`src/hw/swf_pkg.sv`:
```
// Purpose: shared constants, register map and types of the selective wake filter
// Assumes: 10 MHz clock, 32-bit classic Wishbone with byte addresses
// Notes:   one packed struct carries all state of the filter
package swf_pkg;

  // ==========================================================================
  // clock and timing
  localparam int unsigned CLK_HZ                     = 10000000;
  localparam int unsigned CLK_PERIOD_NS              = 100;
  localparam int unsigned PATTERN_DOMINANT_MIN_TIME_NS = 5000;
  localparam int unsigned PAT_MIN_CYC =
    (PATTERN_DOMINANT_MIN_TIME_NS + CLK_PERIOD_NS - 1) / CLK_PERIOD_NS;
  localparam int unsigned SILENCE_TIME_US            = 1000;
  localparam int unsigned SILENCE_CYC_DEF            = SILENCE_TIME_US * 1000 / CLK_PERIOD_NS;
  localparam int unsigned IGNORE_FRAMES_DEF          = 4;
  localparam logic [7:0]  BIT_CYC_500K               = 8'(CLK_HZ / 500000);
  localparam logic [7:0]  BIT_CYC_125K               = 8'(CLK_HZ / 125000);
  localparam logic [7:0]  BIT_CYC_250K               = 8'(CLK_HZ / 250000);
  localparam logic [3:0]  RECESSIVE_GAP              = 4'h7;
  localparam logic [2:0]  STUFF_RUN                  = 3'h5;
  localparam int          SIL_W                      = 24;

  // ==========================================================================
  // register map
  localparam int          WB_AW        = 8;
  localparam logic [7:0]  REG_CTRL     = 8'h00;
  localparam logic [7:0]  REG_ID       = 8'h04;
  localparam logic [7:0]  REG_ID_MASK  = 8'h08;
  localparam logic [7:0]  REG_DLC      = 8'h0c;
  localparam logic [7:0]  REG_DMASK_HI = 8'h10;
  localparam logic [7:0]  REG_DMASK_LO = 8'h14;
  localparam logic [7:0]  REG_BAUD_DIV = 8'h18;
  localparam logic [7:0]  REG_STATUS   = 8'h1c;
  // control fields
  localparam int CTRL_MODE_LSB = 0;
  localparam int CTRL_IDE      = 3;
  localparam int CTRL_FD_TOL   = 4;
  localparam int CTRL_ERR_DIS  = 5;
  localparam int CTRL_CFG_VAL  = 6;
  localparam int CTRL_BAUD_LSB = 7;
  localparam int CTRL_INT_MASK = 9;
  localparam int CTRL_REARM    = 16;
  // status fields
  localparam int STAT_FAULT    = 8;
  localparam int STAT_PATTERN  = 9;
  localparam int STAT_FRAME    = 10;
  localparam int STAT_POR      = 11;
  localparam int STAT_WOKEN    = 12;
  // transceiver modes, baud codes, identifier mask, counter limits and CRC polynomial
  localparam logic [2:0] MODE_WK   = 3'h1;
  localparam logic [1:0] BAUD_500K = 2'h0;
  localparam logic [1:0] BAUD_125K = 2'h1;
  localparam logic [1:0] BAUD_250K = 2'h2;
  localparam logic [28:0] BASE_ID_MASK = 29'h7ff;
  localparam logic [5:0]  ERROR_COUNT_FIELD_TOP     = 6'h1f;
  localparam logic [5:0]  ERROR_COUNT_FIELD_OVF     = 6'h20;
  localparam logic [14:0] CRC_POLY     = 15'h4599;

  // ==========================================================================
  // types
  typedef enum logic [2:0] {S_OFF, S_WK, S_RX, S_FRAME, S_PAT1, S_PAT2, S_WOKEN} swf_swk_t;
  typedef enum logic [3:0] {D_IDLE, D_ID, D_SRR, D_IDE, D_IDX, D_RTR, D_FDF, D_R0, D_DLC,
                            D_DATA, D_CRC, D_DEL, D_WAIT} swf_dec_t;

  typedef struct packed {logic cyc; logic stb; logic we; logic [WB_AW-1:0] adr;
                         logic [3:0] sel; logic [31:0] dat;} swf_wb_req_t;
  typedef struct packed {logic ack; logic [31:0] dat;} swf_wb_rsp_t;

  typedef struct packed {
    logic rx1, rx2, rxPrev, biasPrev;
    logic [2:0] canMode; logic ideExt, fdTolEn, errCntDis, cfgValid; logic [1:0] baudSel;
    logic busIntMask; logic [28:0] cfgId, idMask; logic [3:0] cfgDlc;
    logic [63:0] dataMask; logic [7:0] baudDiv;
    logic [5:0] error_count_field; logic protoFault, patFlag, frameFlag, porFlag;
    swf_swk_t swkState; swf_dec_t decState;
    logic [7:0] bitCnt; logic [6:0] fieldCnt; logic [2:0] sameCnt; logic lastBit;
    logic [14:0] crc, rxCrc; logic [28:0] rxId; logic rxIde, rxRtr; logic [3:0] rxDlc;
    logic [63:0] rxData; logic [3:0] gapCnt; logic [2:0] ignoreLeft;
    logic [SIL_W-1:0] silCnt; logic [15:0] domCnt; logic [1:0] wupPhase;
    logic wbAck; logic [31:0] wbDat; logic interrupt_out_n, wakeOut;
  } swf_state_t;

  localparam swf_state_t SWF_STATE_RST = '{rx1: 1'b1, rx2: 1'b1, rxPrev: 1'b1, porFlag: 1'b1,
    interrupt_out_n: 1'b1, swkState: S_OFF, decState: D_WAIT, default: '0};

endpackage : swf_pkg

```
`src/hw/swf_wake_filter.sv`:
```
// Purpose: selective wake filter of a CAN transceiver, pattern and frame wake
// Assumes: rst is the supply power-on reset; rxPin is asynchronous
// Notes:   registers reached over classic Wishbone, one ack per access
//
// Register access over Wishbone and the register addresses were left to the implementer.
`timescale 1ns/1ps

// Notes on behaviour
// - selective wake works in normal, stop and sleep device modes alike.
// - wake pattern is two long dominant phases split by recessive.
// - decoder defaults to 500 kBaud; 125k, 250k and custom up to 1M.
// - up to four data frames after bias switch-on may be ignored.
// - with selective wake enabled, a valid wake frame wakes the transceiver.
// - identifier matches configured one on every masked bit, 11 or 29 bits.
// - received length code must equal configured length code.
// - nonzero length needs one received data bit set under the mask.
// - wake frame must be error free; ack and end-of-frame errors ignored.
// - stuff, CRC or form error increments the error counter.
// - frame correct through CRC decrements a nonzero counter.
// - increment at 31 disables, wakes, sets fault flag, shows 32; done only in frame detection, elsewhere it just shows 32.
// - after each count change wait 6 to 10 recessive bits before SOF.
// - counter runs only in normal, receive-only or wake-frame detection.
// - counter cleared entering frame detection and on silence exit.
// - counter cleared when the transceiver is rearmed.
// - counter cleared in off modes and plain wake-capable mode.
// - counter held at zero while FD tolerance and count disable set.
// - counter frozen while the transceiver stays woken.
// - counter value readable in a status field.
// - power-on indication bit latched in status after supply power-on.
// - supply power-on restores reset values; selective wake unconfigured.
// - interrupt pulses low when fault flag sets, unless masked.
module swf_wake_filter #(
  parameter int unsigned SILENCE_CYC   = swf_pkg::SILENCE_CYC_DEF,
  parameter int unsigned IGNORE_FRAMES = swf_pkg::IGNORE_FRAMES_DEF
) (
  // clock, reset, enable
  input  wire logic           clk,
  input  wire logic           rst,
  input  wire logic           ce,
  // register bus
  input  swf_pkg::swf_wb_req_t wbReq,
  output swf_pkg::swf_wb_rsp_t wbRsp,
  // bus and device side
  input  wire logic           rxPin,
  input  wire logic           biasOn,
  input  wire logic           lowPower,
  output logic                wakeOut,
  output logic                interruptOutN
);
  import swf_pkg::*;

  localparam logic [SIL_W-1:0] SIL_LAST = SIL_W'(SILENCE_CYC - 1);
  localparam logic [15:0]      PAT_LAST = 16'(PAT_MIN_CYC - 1);

  swf_state_t q;
  swf_state_t n;

  function automatic logic [14:0] crcStep(input logic [14:0] c, input logic b);
    logic [14:0] s;
    s = {c[13:0], 1'b0};
    if (b ^ c[14]) begin
      s = s ^ CRC_POLY;
    end
    return s;
  endfunction : crcStep

  function automatic logic [31:0] merge(input logic [31:0] old, input logic [31:0] wd,
                                        input logic [3:0] sel);
    logic [31:0] m;
    m = {{8{sel[3]}}, {8{sel[2]}}, {8{sel[1]}}, {8{sel[0]}}};
    return (old & ~m) | (wd & m);
  endfunction : merge

  // ==========================================================================
  // next state
  logic [7:0]  bitLen;
  logic [7:0]  samplePt;
  logic        resync;
  logic        samp;
  logic        bitIn;
  logic        stuffed;
  logic        errEv;
  logic        okEv;
  logic        wupEv;
  logic        silExp;
  logic        frameOk;
  logic        ovfEv;
  logic        faultEv;
  logic        clrCnt;
  logic        cntOn;
  logic        rearmEv;
  logic        modeSwk;
  logic        wbHit;
  logic        wbWr;
  logic [31:0] wv;
  logic [3:0]  nb;
  logic [63:0] aligned;
  logic [28:0] idCmp;
  logic [3:0]  dlcNew;

  always_comb begin : comb
    n       = q;
    errEv   = 1'b0;
    okEv    = 1'b0;
    wupEv   = 1'b0;
    frameOk = 1'b0;
    ovfEv   = 1'b0;
    faultEv = 1'b0;
    clrCnt  = 1'b0;
    rearmEv = 1'b0;
    wv      = '0;
    dlcNew  = '0;

    // pin synchroniser; rx1 feeds rx2 only
    n.rx1      = rxPin;
    n.rx2      = q.rx1;
    n.rxPrev   = q.rx2;
    n.biasPrev = biasOn;

    // ========================================================================
    // register bus
    wbHit   = wbReq.cyc & wbReq.stb;
    n.wbAck = wbHit & ~q.wbAck;
    n.wbDat = '0;
    if (wbHit && !q.wbAck && !wbReq.we) begin
      case (wbReq.adr)
        REG_CTRL: begin
          n.wbDat[CTRL_MODE_LSB +: 3] = q.canMode;
          n.wbDat[CTRL_IDE]           = q.ideExt;
          n.wbDat[CTRL_FD_TOL]        = q.fdTolEn;
          n.wbDat[CTRL_ERR_DIS]       = q.errCntDis;
          n.wbDat[CTRL_CFG_VAL]       = q.cfgValid;
          n.wbDat[CTRL_BAUD_LSB +: 2] = q.baudSel;
          n.wbDat[CTRL_INT_MASK]      = q.busIntMask;
        end
        REG_ID:       n.wbDat = {3'h0, q.cfgId};
        REG_ID_MASK:  n.wbDat = {3'h0, q.idMask};
        REG_DLC:      n.wbDat = {28'h0, q.cfgDlc};
        REG_DMASK_HI: n.wbDat = q.dataMask[63:32];
        REG_DMASK_LO: n.wbDat = q.dataMask[31:0];
        REG_BAUD_DIV: n.wbDat = {24'h0, q.baudDiv};
        REG_STATUS: begin
          n.wbDat[5:0]         = q.error_count_field;
          n.wbDat[STAT_FAULT]   = q.protoFault;
          n.wbDat[STAT_PATTERN] = q.patFlag;
          n.wbDat[STAT_FRAME]   = q.frameFlag;
          n.wbDat[STAT_POR]     = q.porFlag;
          n.wbDat[STAT_WOKEN]   = q.swkState == S_WOKEN;
        end
        default: n.wbDat = '0;
      endcase
    end
    // a write lands on the edge where the master sees ack
    wbWr = wbHit & q.wbAck & wbReq.we;
    if (wbWr) begin
      case (wbReq.adr)
        REG_CTRL: begin
          wv = merge({16'h0, 6'h0, q.busIntMask, q.baudSel, q.cfgValid, q.errCntDis,
                      q.fdTolEn, q.ideExt, q.canMode}, wbReq.dat, wbReq.sel);
          // mode bits locked outside normal device mode
          if (!lowPower) begin
            n.canMode = wv[CTRL_MODE_LSB +: 3];
          end
          n.ideExt     = wv[CTRL_IDE];
          n.fdTolEn    = wv[CTRL_FD_TOL];
          n.errCntDis  = wv[CTRL_ERR_DIS];
          n.cfgValid   = wv[CTRL_CFG_VAL];
          n.baudSel    = wv[CTRL_BAUD_LSB +: 2];
          n.busIntMask = wv[CTRL_INT_MASK];
          rearmEv      = wbReq.sel[2] & wbReq.dat[CTRL_REARM];
        end
        REG_ID: begin
          wv         = merge({3'h0, q.cfgId}, wbReq.dat, wbReq.sel);
          n.cfgId    = wv[28:0];
          n.cfgValid = 1'b0;
        end
        REG_ID_MASK: begin
          wv         = merge({3'h0, q.idMask}, wbReq.dat, wbReq.sel);
          n.idMask   = wv[28:0];
          n.cfgValid = 1'b0;
        end
        REG_DLC: begin
          wv         = merge({28'h0, q.cfgDlc}, wbReq.dat, wbReq.sel);
          n.cfgDlc   = wv[3:0];
          n.cfgValid = 1'b0;
        end
        REG_DMASK_HI: begin
          n.dataMask[63:32] = merge(q.dataMask[63:32], wbReq.dat, wbReq.sel);
          n.cfgValid        = 1'b0;
        end
        REG_DMASK_LO: begin
          n.dataMask[31:0] = merge(q.dataMask[31:0], wbReq.dat, wbReq.sel);
          n.cfgValid       = 1'b0;
        end
        REG_BAUD_DIV: begin
          wv        = merge({24'h0, q.baudDiv}, wbReq.dat, wbReq.sel);
          n.baudDiv = wv[7:0];
        end
        REG_STATUS: begin
          // write one to clear; hardware sets below take priority
          if (wbReq.sel[1] && wbReq.dat[STAT_FAULT]) begin
            n.protoFault = 1'b0;
          end
          if (wbReq.sel[1] && wbReq.dat[STAT_POR]) begin
            n.porFlag = 1'b0;
          end
        end
        default: n.porFlag = q.porFlag;
      endcase
    end

    // ========================================================================
    // bit timing
    case (q.baudSel)
      BAUD_500K: bitLen = BIT_CYC_500K;
      BAUD_125K: bitLen = BIT_CYC_125K;
      BAUD_250K: bitLen = BIT_CYC_250K;
      default:   bitLen = q.baudDiv;
    endcase
    samplePt = bitLen - (bitLen >> 2);
    resync   = q.rxPrev & ~q.rx2;
    if (resync) begin
      n.bitCnt = '0;
    end else if (q.bitCnt >= bitLen - 8'h01) begin
      n.bitCnt = '0;
    end else begin
      n.bitCnt = q.bitCnt + 8'h01;
    end
    samp  = ~resync & (q.bitCnt == samplePt);
    bitIn = q.rx2;

    // ========================================================================
    // frame decoder
    stuffed = (q.decState >= D_ID) && (q.decState <= D_CRC);
    nb      = (q.rxDlc > 4'h8) ? 4'h8 : q.rxDlc;
    if (samp) begin
      if ((stuffed || q.decState == D_DEL) && q.sameCnt == STUFF_RUN) begin
        // stuff bit position
        if (bitIn == q.lastBit) begin
          errEv = 1'b1;
        end else begin
          n.lastBit = bitIn;
          n.sameCnt = 3'h1;
        end
      end else begin
        if (stuffed) begin
          n.sameCnt = (bitIn == q.lastBit) ? q.sameCnt + 3'h1 : 3'h1;
          n.lastBit = bitIn;
          if (q.decState != D_CRC) begin
            n.crc = crcStep(q.crc, bitIn);
          end
        end
        n.fieldCnt = q.fieldCnt - 7'h01;
        case (q.decState)
          D_IDLE: if (!bitIn) begin
            n.decState = D_ID;
            n.fieldCnt = 7'h0a;
            n.sameCnt  = 3'h1;
            n.lastBit  = 1'b0;
            n.crc      = '0;
            n.rxId     = '0;
          end
          D_ID: begin
            n.rxId = {q.rxId[27:0], bitIn};
            if (q.fieldCnt == 7'h00) begin
              n.decState = D_SRR;
            end
          end
          D_SRR: begin
            n.rxRtr    = bitIn;
            n.decState = D_IDE;
          end
          D_IDE: begin
            n.rxIde    = bitIn;
            n.decState = bitIn ? D_IDX : D_FDF;
            n.fieldCnt = 7'h11;
          end
          D_IDX: begin
            n.rxId = {q.rxId[27:0], bitIn};
            if (q.fieldCnt == 7'h00) begin
              n.decState = D_RTR;
            end
          end
          D_RTR: begin
            n.rxRtr    = bitIn;
            n.decState = D_FDF;
          end
          D_FDF: begin
            n.fieldCnt = 7'h03;
            if (bitIn && q.fdTolEn) begin
              // FD frame tolerated: skip it without touching the counter
              n.decState = D_WAIT;
              n.gapCnt   = '0;
            end else begin
              n.decState = q.rxIde ? D_R0 : D_DLC;
            end
          end
          D_R0: begin
            n.decState = D_DLC;
            n.fieldCnt = 7'h03;
          end
          D_DLC: begin
            dlcNew  = {q.rxDlc[2:0], bitIn};
            n.rxDlc = dlcNew;
            if (q.fieldCnt == 7'h00) begin
              n.rxData = '0;
              if (q.rxRtr || dlcNew == 4'h0) begin
                n.decState = D_CRC;
                n.fieldCnt = 7'h0e;
              end else begin
                n.decState = D_DATA;
                n.fieldCnt = 7'({(dlcNew > 4'h8) ? 4'h8 : dlcNew, 3'h0}) - 7'h01;
              end
            end
          end
          D_DATA: begin
            n.rxData = {q.rxData[62:0], bitIn};
            if (q.fieldCnt == 7'h00) begin
              n.decState = D_CRC;
              n.fieldCnt = 7'h0e;
            end
          end
          D_CRC: begin
            n.rxCrc = {q.rxCrc[13:0], bitIn};
            if (q.fieldCnt == 7'h00) begin
              if ({q.rxCrc[13:0], bitIn} != q.crc) begin
                errEv = 1'b1;
              end else begin
                n.decState = D_DEL;
              end
            end
          end
          D_DEL: begin
            if (!bitIn) begin
              errEv = 1'b1;
            end else begin
              okEv = 1'b1;
            end
          end
          D_WAIT: begin
            // ack slot and end of frame fall in here, so their errors pass
            if (!bitIn) begin
              n.gapCnt = '0;
            end else if (q.gapCnt == RECESSIVE_GAP - 4'h1) begin
              n.decState = D_IDLE;
            end else begin
              n.gapCnt = q.gapCnt + 4'h1;
            end
          end
          default: n.decState = D_WAIT;
        endcase
      end
      if (errEv || okEv) begin
        n.decState = D_WAIT;
        n.gapCnt   = '0;
      end
    end

    // ========================================================================
    // wake frame match
    aligned = q.rxData << (7'h40 - 7'({nb, 3'h0}));
    idCmp   = q.ideExt ? q.idMask : (q.idMask & BASE_ID_MASK);
    if (okEv && !q.rxRtr && q.ignoreLeft != 3'h0) begin
      n.ignoreLeft = q.ignoreLeft - 3'h1;
    end else begin
      frameOk = okEv & ~q.rxRtr
              & (((q.rxId ^ q.cfgId) & idCmp) == 29'h0)
              & (q.rxIde == q.ideExt)
              & (q.rxDlc == q.cfgDlc)
              & ((q.rxDlc == 4'h0) | (|(aligned & q.dataMask)));
    end
    if (biasOn && !q.biasPrev) begin
      n.ignoreLeft = 3'(IGNORE_FRAMES);
    end

    // ========================================================================
    // wake pattern and bus silence
    silExp = q.silCnt == SIL_LAST;
    if (!q.rx2) begin
      n.silCnt = '0;
      n.domCnt = (q.domCnt == PAT_LAST) ? q.domCnt : q.domCnt + 16'h0001;
    end else begin
      n.silCnt = silExp ? q.silCnt : q.silCnt + SIL_W'(1);
      n.domCnt = '0;
    end
    case (q.wupPhase)
      2'h0: if (!q.rx2 && q.domCnt == PAT_LAST) begin
        n.wupPhase = 2'h1;
      end
      2'h1: if (q.rx2) begin
        n.wupPhase = 2'h2;
      end
      2'h2: if (!q.rx2 && q.domCnt == PAT_LAST) begin
        wupEv      = 1'b1;
        n.wupPhase = 2'h0;
      end
      default: n.wupPhase = 2'h0;
    endcase

    // ========================================================================
    // protocol error counter
    cntOn = (q.canMode[1] | (q.swkState == S_FRAME))
          & (q.swkState != S_WOKEN);
    if (samp && errEv && cntOn) begin
      if (q.error_count_field == ERROR_COUNT_FIELD_TOP) begin
        n.error_count_field = ERROR_COUNT_FIELD_OVF;
        ovfEv  = 1'b1;
      end else if (q.error_count_field < ERROR_COUNT_FIELD_TOP) begin
        n.error_count_field = q.error_count_field + 6'h01;
      end
    end else if (okEv && cntOn && q.error_count_field != 6'h00) begin
      n.error_count_field = q.error_count_field - 6'h01;
    end

    // ========================================================================
    // selective wake state, independent of device power mode
    modeSwk = q.canMode[2] & (|q.canMode[1:0]);
    if (q.swkState == S_WOKEN) begin
      if (rearmEv) begin
        n.swkState  = S_OFF;
        n.patFlag   = 1'b0;
        n.frameFlag = 1'b0;
        clrCnt      = 1'b1;
      end
    end else if (!modeSwk) begin
      n.swkState = (q.canMode == MODE_WK) ? S_WK : (q.canMode[1] ? S_RX : S_OFF);
      if (q.swkState == S_WK && wupEv) begin
        n.swkState = S_WOKEN;
        n.patFlag  = 1'b1;
      end
    end else begin
      case (q.swkState)
        S_FRAME: begin
          if (ovfEv) begin
            n.swkState   = S_WOKEN;
            n.cfgValid   = 1'b0;
            n.protoFault = 1'b1;
            faultEv      = 1'b1;
          end else if (frameOk) begin
            n.swkState  = S_WOKEN;
            n.cfgValid  = 1'b0;
            n.frameFlag = 1'b1;
          end else if (silExp) begin
            n.swkState = S_PAT1;
            clrCnt     = 1'b1;
          end
        end
        S_PAT1: if (wupEv) begin
          n.swkState = S_FRAME;
          n.patFlag  = 1'b1;
          clrCnt     = 1'b1;
        end
        S_PAT2: if (wupEv) begin
          n.swkState = S_WOKEN;
          n.patFlag  = 1'b1;
        end
        default: begin
          // entering selective wake: configuration check
          if (q.cfgValid) begin
            n.swkState   = S_FRAME;
            n.protoFault = 1'b0;
            clrCnt       = 1'b1;
          end else begin
            n.swkState   = S_PAT2;
            n.protoFault = 1'b1;
            faultEv      = 1'b1;
          end
        end
      endcase
    end

    if ((q.canMode[1:0] == 2'h0) || (q.canMode == MODE_WK)) begin
      clrCnt = 1'b1;
    end
    if (q.fdTolEn && q.errCntDis) begin
      clrCnt = 1'b1;
    end
    if (clrCnt) begin
      n.error_count_field = '0;
    end

    // ========================================================================
    // outputs
    n.interrupt_out_n    = ~(faultEv & ~q.busIntMask);
    n.wakeOut = n.swkState == S_WOKEN;
  end

  // ==========================================================================
  // state register
  always_ff @(posedge clk) begin
    if (rst) begin
      q <= SWF_STATE_RST;
    end else if (ce) begin
      q <= n;
    end
  end

  assign wbRsp         = '{ack: q.wbAck, dat: q.wbDat};
  assign wakeOut       = q.wakeOut;
  assign interruptOutN = q.interrupt_out_n;

endmodule : swf_wake_filter

```
`config.mk`:
```
export PLATFORM = sky130hd
export DESIGN_NAME = swf_wake_filter
export DESIGN_NICKNAME = d
export VERILOG_FILES = /design/src/hw/swf_pkg.sv /design/src/hw/swf_wake_filter.sv
export SDC_FILE = /design/constraint.sdc
export NUM_CORES = 1
export LEC_CHECK = 0
export ABC_AREA = 1
export BUFFER_PORTS_ARGS = -buffer_cell sky130_fd_sc_hd__buf_2
export CELL_PAD_IN_SITES_DETAIL_PLACEMENT = 0
export CELL_PAD_IN_SITES_GLOBAL_PLACEMENT = 1
export CORE_MARGIN = 3
export CORE_UTILIZATION = 45
export DETAILED_ROUTE_END_ITERATION = 6
export PLACE_DENSITY_LB_ADDON = 0.08
export SETUP_SLACK_MARGIN = 0.15
export SYNTH_ARGS = -nofsm -noshare
export SYNTH_HDL_FRONTEND = slang
export SYNTH_SLANG_ARGS = --single-unit
```
`constraint.sdc`:
```
create_clock -name clk -period 3.5 [get_ports clk]
set_input_delay 0.7 -clock clk [delete_from_list [all_inputs] [get_ports clk]]
set_output_delay 0.7 -clock clk [all_outputs]
set_load 0.02 [all_outputs]
```
==> impl_metrics.ini <==
[run_status]
outcome = finished clean

[clock_tree]
clkTransAtPathRegs_ns = 0.06
cts_made_buffers = 46
clk_path_buf_depth = 3
cts_tree = done
cts_sinks = 396
cts-root-buf = clkbuf_16
hold_buffers = 0
h-tree-depth = 2
insertion_delay_ns = 0.60

[worst_setup_path]
worst_ep_required_time_ns = 3.94
path_buf_inv = 6
start_kind = flop
r2r_setup_slack_ns = 0.13
crit_path_top_delay_cell = dfxtp_4
crit_top_cell = nand2_2
worstSetupPathType = flop to flop
crit_family = simple AND/OR/NAND/NOR gates
max_stage_delay_ns = 0.41
critPathCaptureType = flop
path_max_fanout = 8
path_cells = nand2_4, nand2_2, nand2_2, inv_2, ha_4, inv_4, ha_4, xor2_4, nor4_4, nand3_1, nor2_2, nand3_2, nor2_4, nand2_2, inv_2, nand2_4, inv_6, o211ai_4, buf_12, clkbuf_16, a21oi_4, a211oi_2
critPathArrivalTime_ns = 3.81

[timing]
rsz0062_at_grt = true
max_slew_margin_pct = 1.982
period_share_pct = 96.42
skew_ns = 0.01635
min_period_ns = 3.375
tightest_slew_ns = 1.470
finalHoldViolations = 0
setup_violations = 0
slew_violations = 0
fmax_ghz = 0.2963
timing.hold.ws_ns = 0.3435

[route]
wl_per_cell_um = 19.51
ant_nets = 0
drt_iter0_drc = 1558
routed_wl_um = 76940
first_pass_iters = 7
drc_errors = 0
vias_per_cell = 5.628
vias = 22200

[power_and_ir_drop]
switching_share_pct = 23.87
power_frac_comb_pct = 3.8
power_density_nw_per_um2 = 369.5
internal_power_w = 0.007472
ir_drop_v = 0.0003767
p_clk_share_pct = 50.0
p_leak_nw = 10.25
pwr-share-seq_pct = 46.2
p_total_w = 0.009815
switchingPower_w = 0.002343

[logic_synthesis]
ys_ff_latch = 396
ys_types = 61
yosys.area.top_type = dfxtp_1
synth_edf_count = 0
ys_seq_area_share_pct = 36.24
synth.top_cell.area_share_pct = 36.24
synthFlopType = dfxtp_1
syn-num-nets = 3283
synthCells = 3202
synth_warnings = 0
syn_area_um2 = 21880
synthTopCellsByArea = dfxtp_1 36%, nand2_1 9.7%, a21oi_1 7.9%
ys_async_sr_fraction_pct = 0
synth_most_common_cell = nand2_1
syn_area_per_cell_um2 = 6.832
synthTopCellsByCount = 567 x nand2_1, 396 x dfxtp_1, 389 x inv_1

[cells_and_area]
utilization_pct = 55.52
fin_nets = 3373
design_area_um2 = 26570
synthToLayoutAreaGrowth_pct = 21.44
fin_cells = 3944
drive_above_1_share_pct = 17.58

[floorplanning]
io_pins = 88
initial_core_util_pct = 45.72
fp.dieW_um = 226.5
core_um2 = 47850
core.rowCount = 80
die-area_um2 = 51300
dieHeight_um = 226.5

[global_routing]
grt_util_met3_pct = 3.949
antenna_found_initial = 1
busiest_layer = met2
grt_pass1_vias = 20490
grtUsageMet2_pct = 48.36
gr-total-overflow = 0
use_met1_pct = 36.18
grt_max_degree = 88
grt_pass1_wl_um = 114500
track_usage_pct = 28.17

[placed_design]
numPortBuffers = 87
dp.cells = 3798
placed_area_um2 = 22800
gp_congestion = 0.9501
place_hpwl_um = 52980

[min_path]
hold_path_class = primary input to flop

[flow_run]
maxCapViolCount = 0
-- worst paths after layout --
path | from | to | cells past startpoint
min reg2reg | n[395] | n[395] | 2
min | rxPin | n[395] | 3
max | flop | q[137] | 22
max reg2reg | flop | q[137] | 22
-- power groups by stage --
stage	Sequential, W	Clock [W]	Combinational [W]
floorplan	0.00463	0	0.000204
global placement	0.00463	0	0.000355
detailed placement	0.00463	0	0.000358
CTS	0.00453	0.00501	0.000361
global route	0.00453	0.00516	0.000410
finish	0.00454	0.00490	0.000375
-- layout make-up --
cell class | count | area (µm²)
Tap cell | 615 | 769.5
Clock inverter | 17 | 176.4
Timing Repair Buffer | 228 | 2150
Inverter | 408 | 1558
Multi-Input combinational cell | 2212 | 12610
Sequential cell | 396 | 7939
Fill cell | 4680 | 21280
Antenna cell | 2 | 5.005
Clock buffer | 66 | 1356
-- stage by stage --
stage               setup slack, ns  TNS, ns
floorplan                    0.2957        0
global placement            0.06408        0
detailed placement          -0.1001  -0.6708
CTS                          0.1486        0
global route               -0.06497  -0.9197
finish                       0.1254        0
-- placed cells by master (no fill, tap or decap), types with 15 or more instances in the layout --
master and n:
buf_4 90, buf_12 18, xor2_1 32, a211oi_2 73
inv_1 379, buf_2 86, nand3_1 192, o22ai_1 51
nor3_1 56, a211oi_1 41, nor2_1 300, clkbuf_16 59
inv_2 15, dfxtp_1 391, ha_1 23, nor4_1 16
a21oi_2 32, nand3_2 28, nand4_1 51, nand2_1 539
a21oi_4 35, xnor2_1 26, nand2_2 28, a21oi_1 281
o21ai_0 266
-- tightest hold or removal path, stage by stage --
cell	delay (ns)
buf_2	0.09
nand2_1	0.05
nand3_1	0.06
-- metal layers --
layer / wire length (µm) / share of wire (%)
met4: 2797 / 3.6
met5: 0 / 0
met1: 33100 / 43
met3: 4084 / 5.3
met2: 36960 / 48
-- timing repair --
| action | in CTS | in global routing |
|---|---|---|
| endpoints found under the setup margin | 110 | 118 |
| gates cloned | 6 | 20 |
| resized for setup | 41 | 272 |
| buffers inserted | 8 | 27 |
| pin swaps | 10 | 76 |
-- logic make-up after synthesis --
group | count (synthesis) | synth area share (%)
xor+xnor | 60 | 2.402
flops | 396 | 36.24
buf+inv | 595 | 11.66
fa+ha+maj | 28 | 1.601
compound gates | 859 | 23.34
simple gates | 1264 | 24.76
Power figures use the tool's default switching activity.
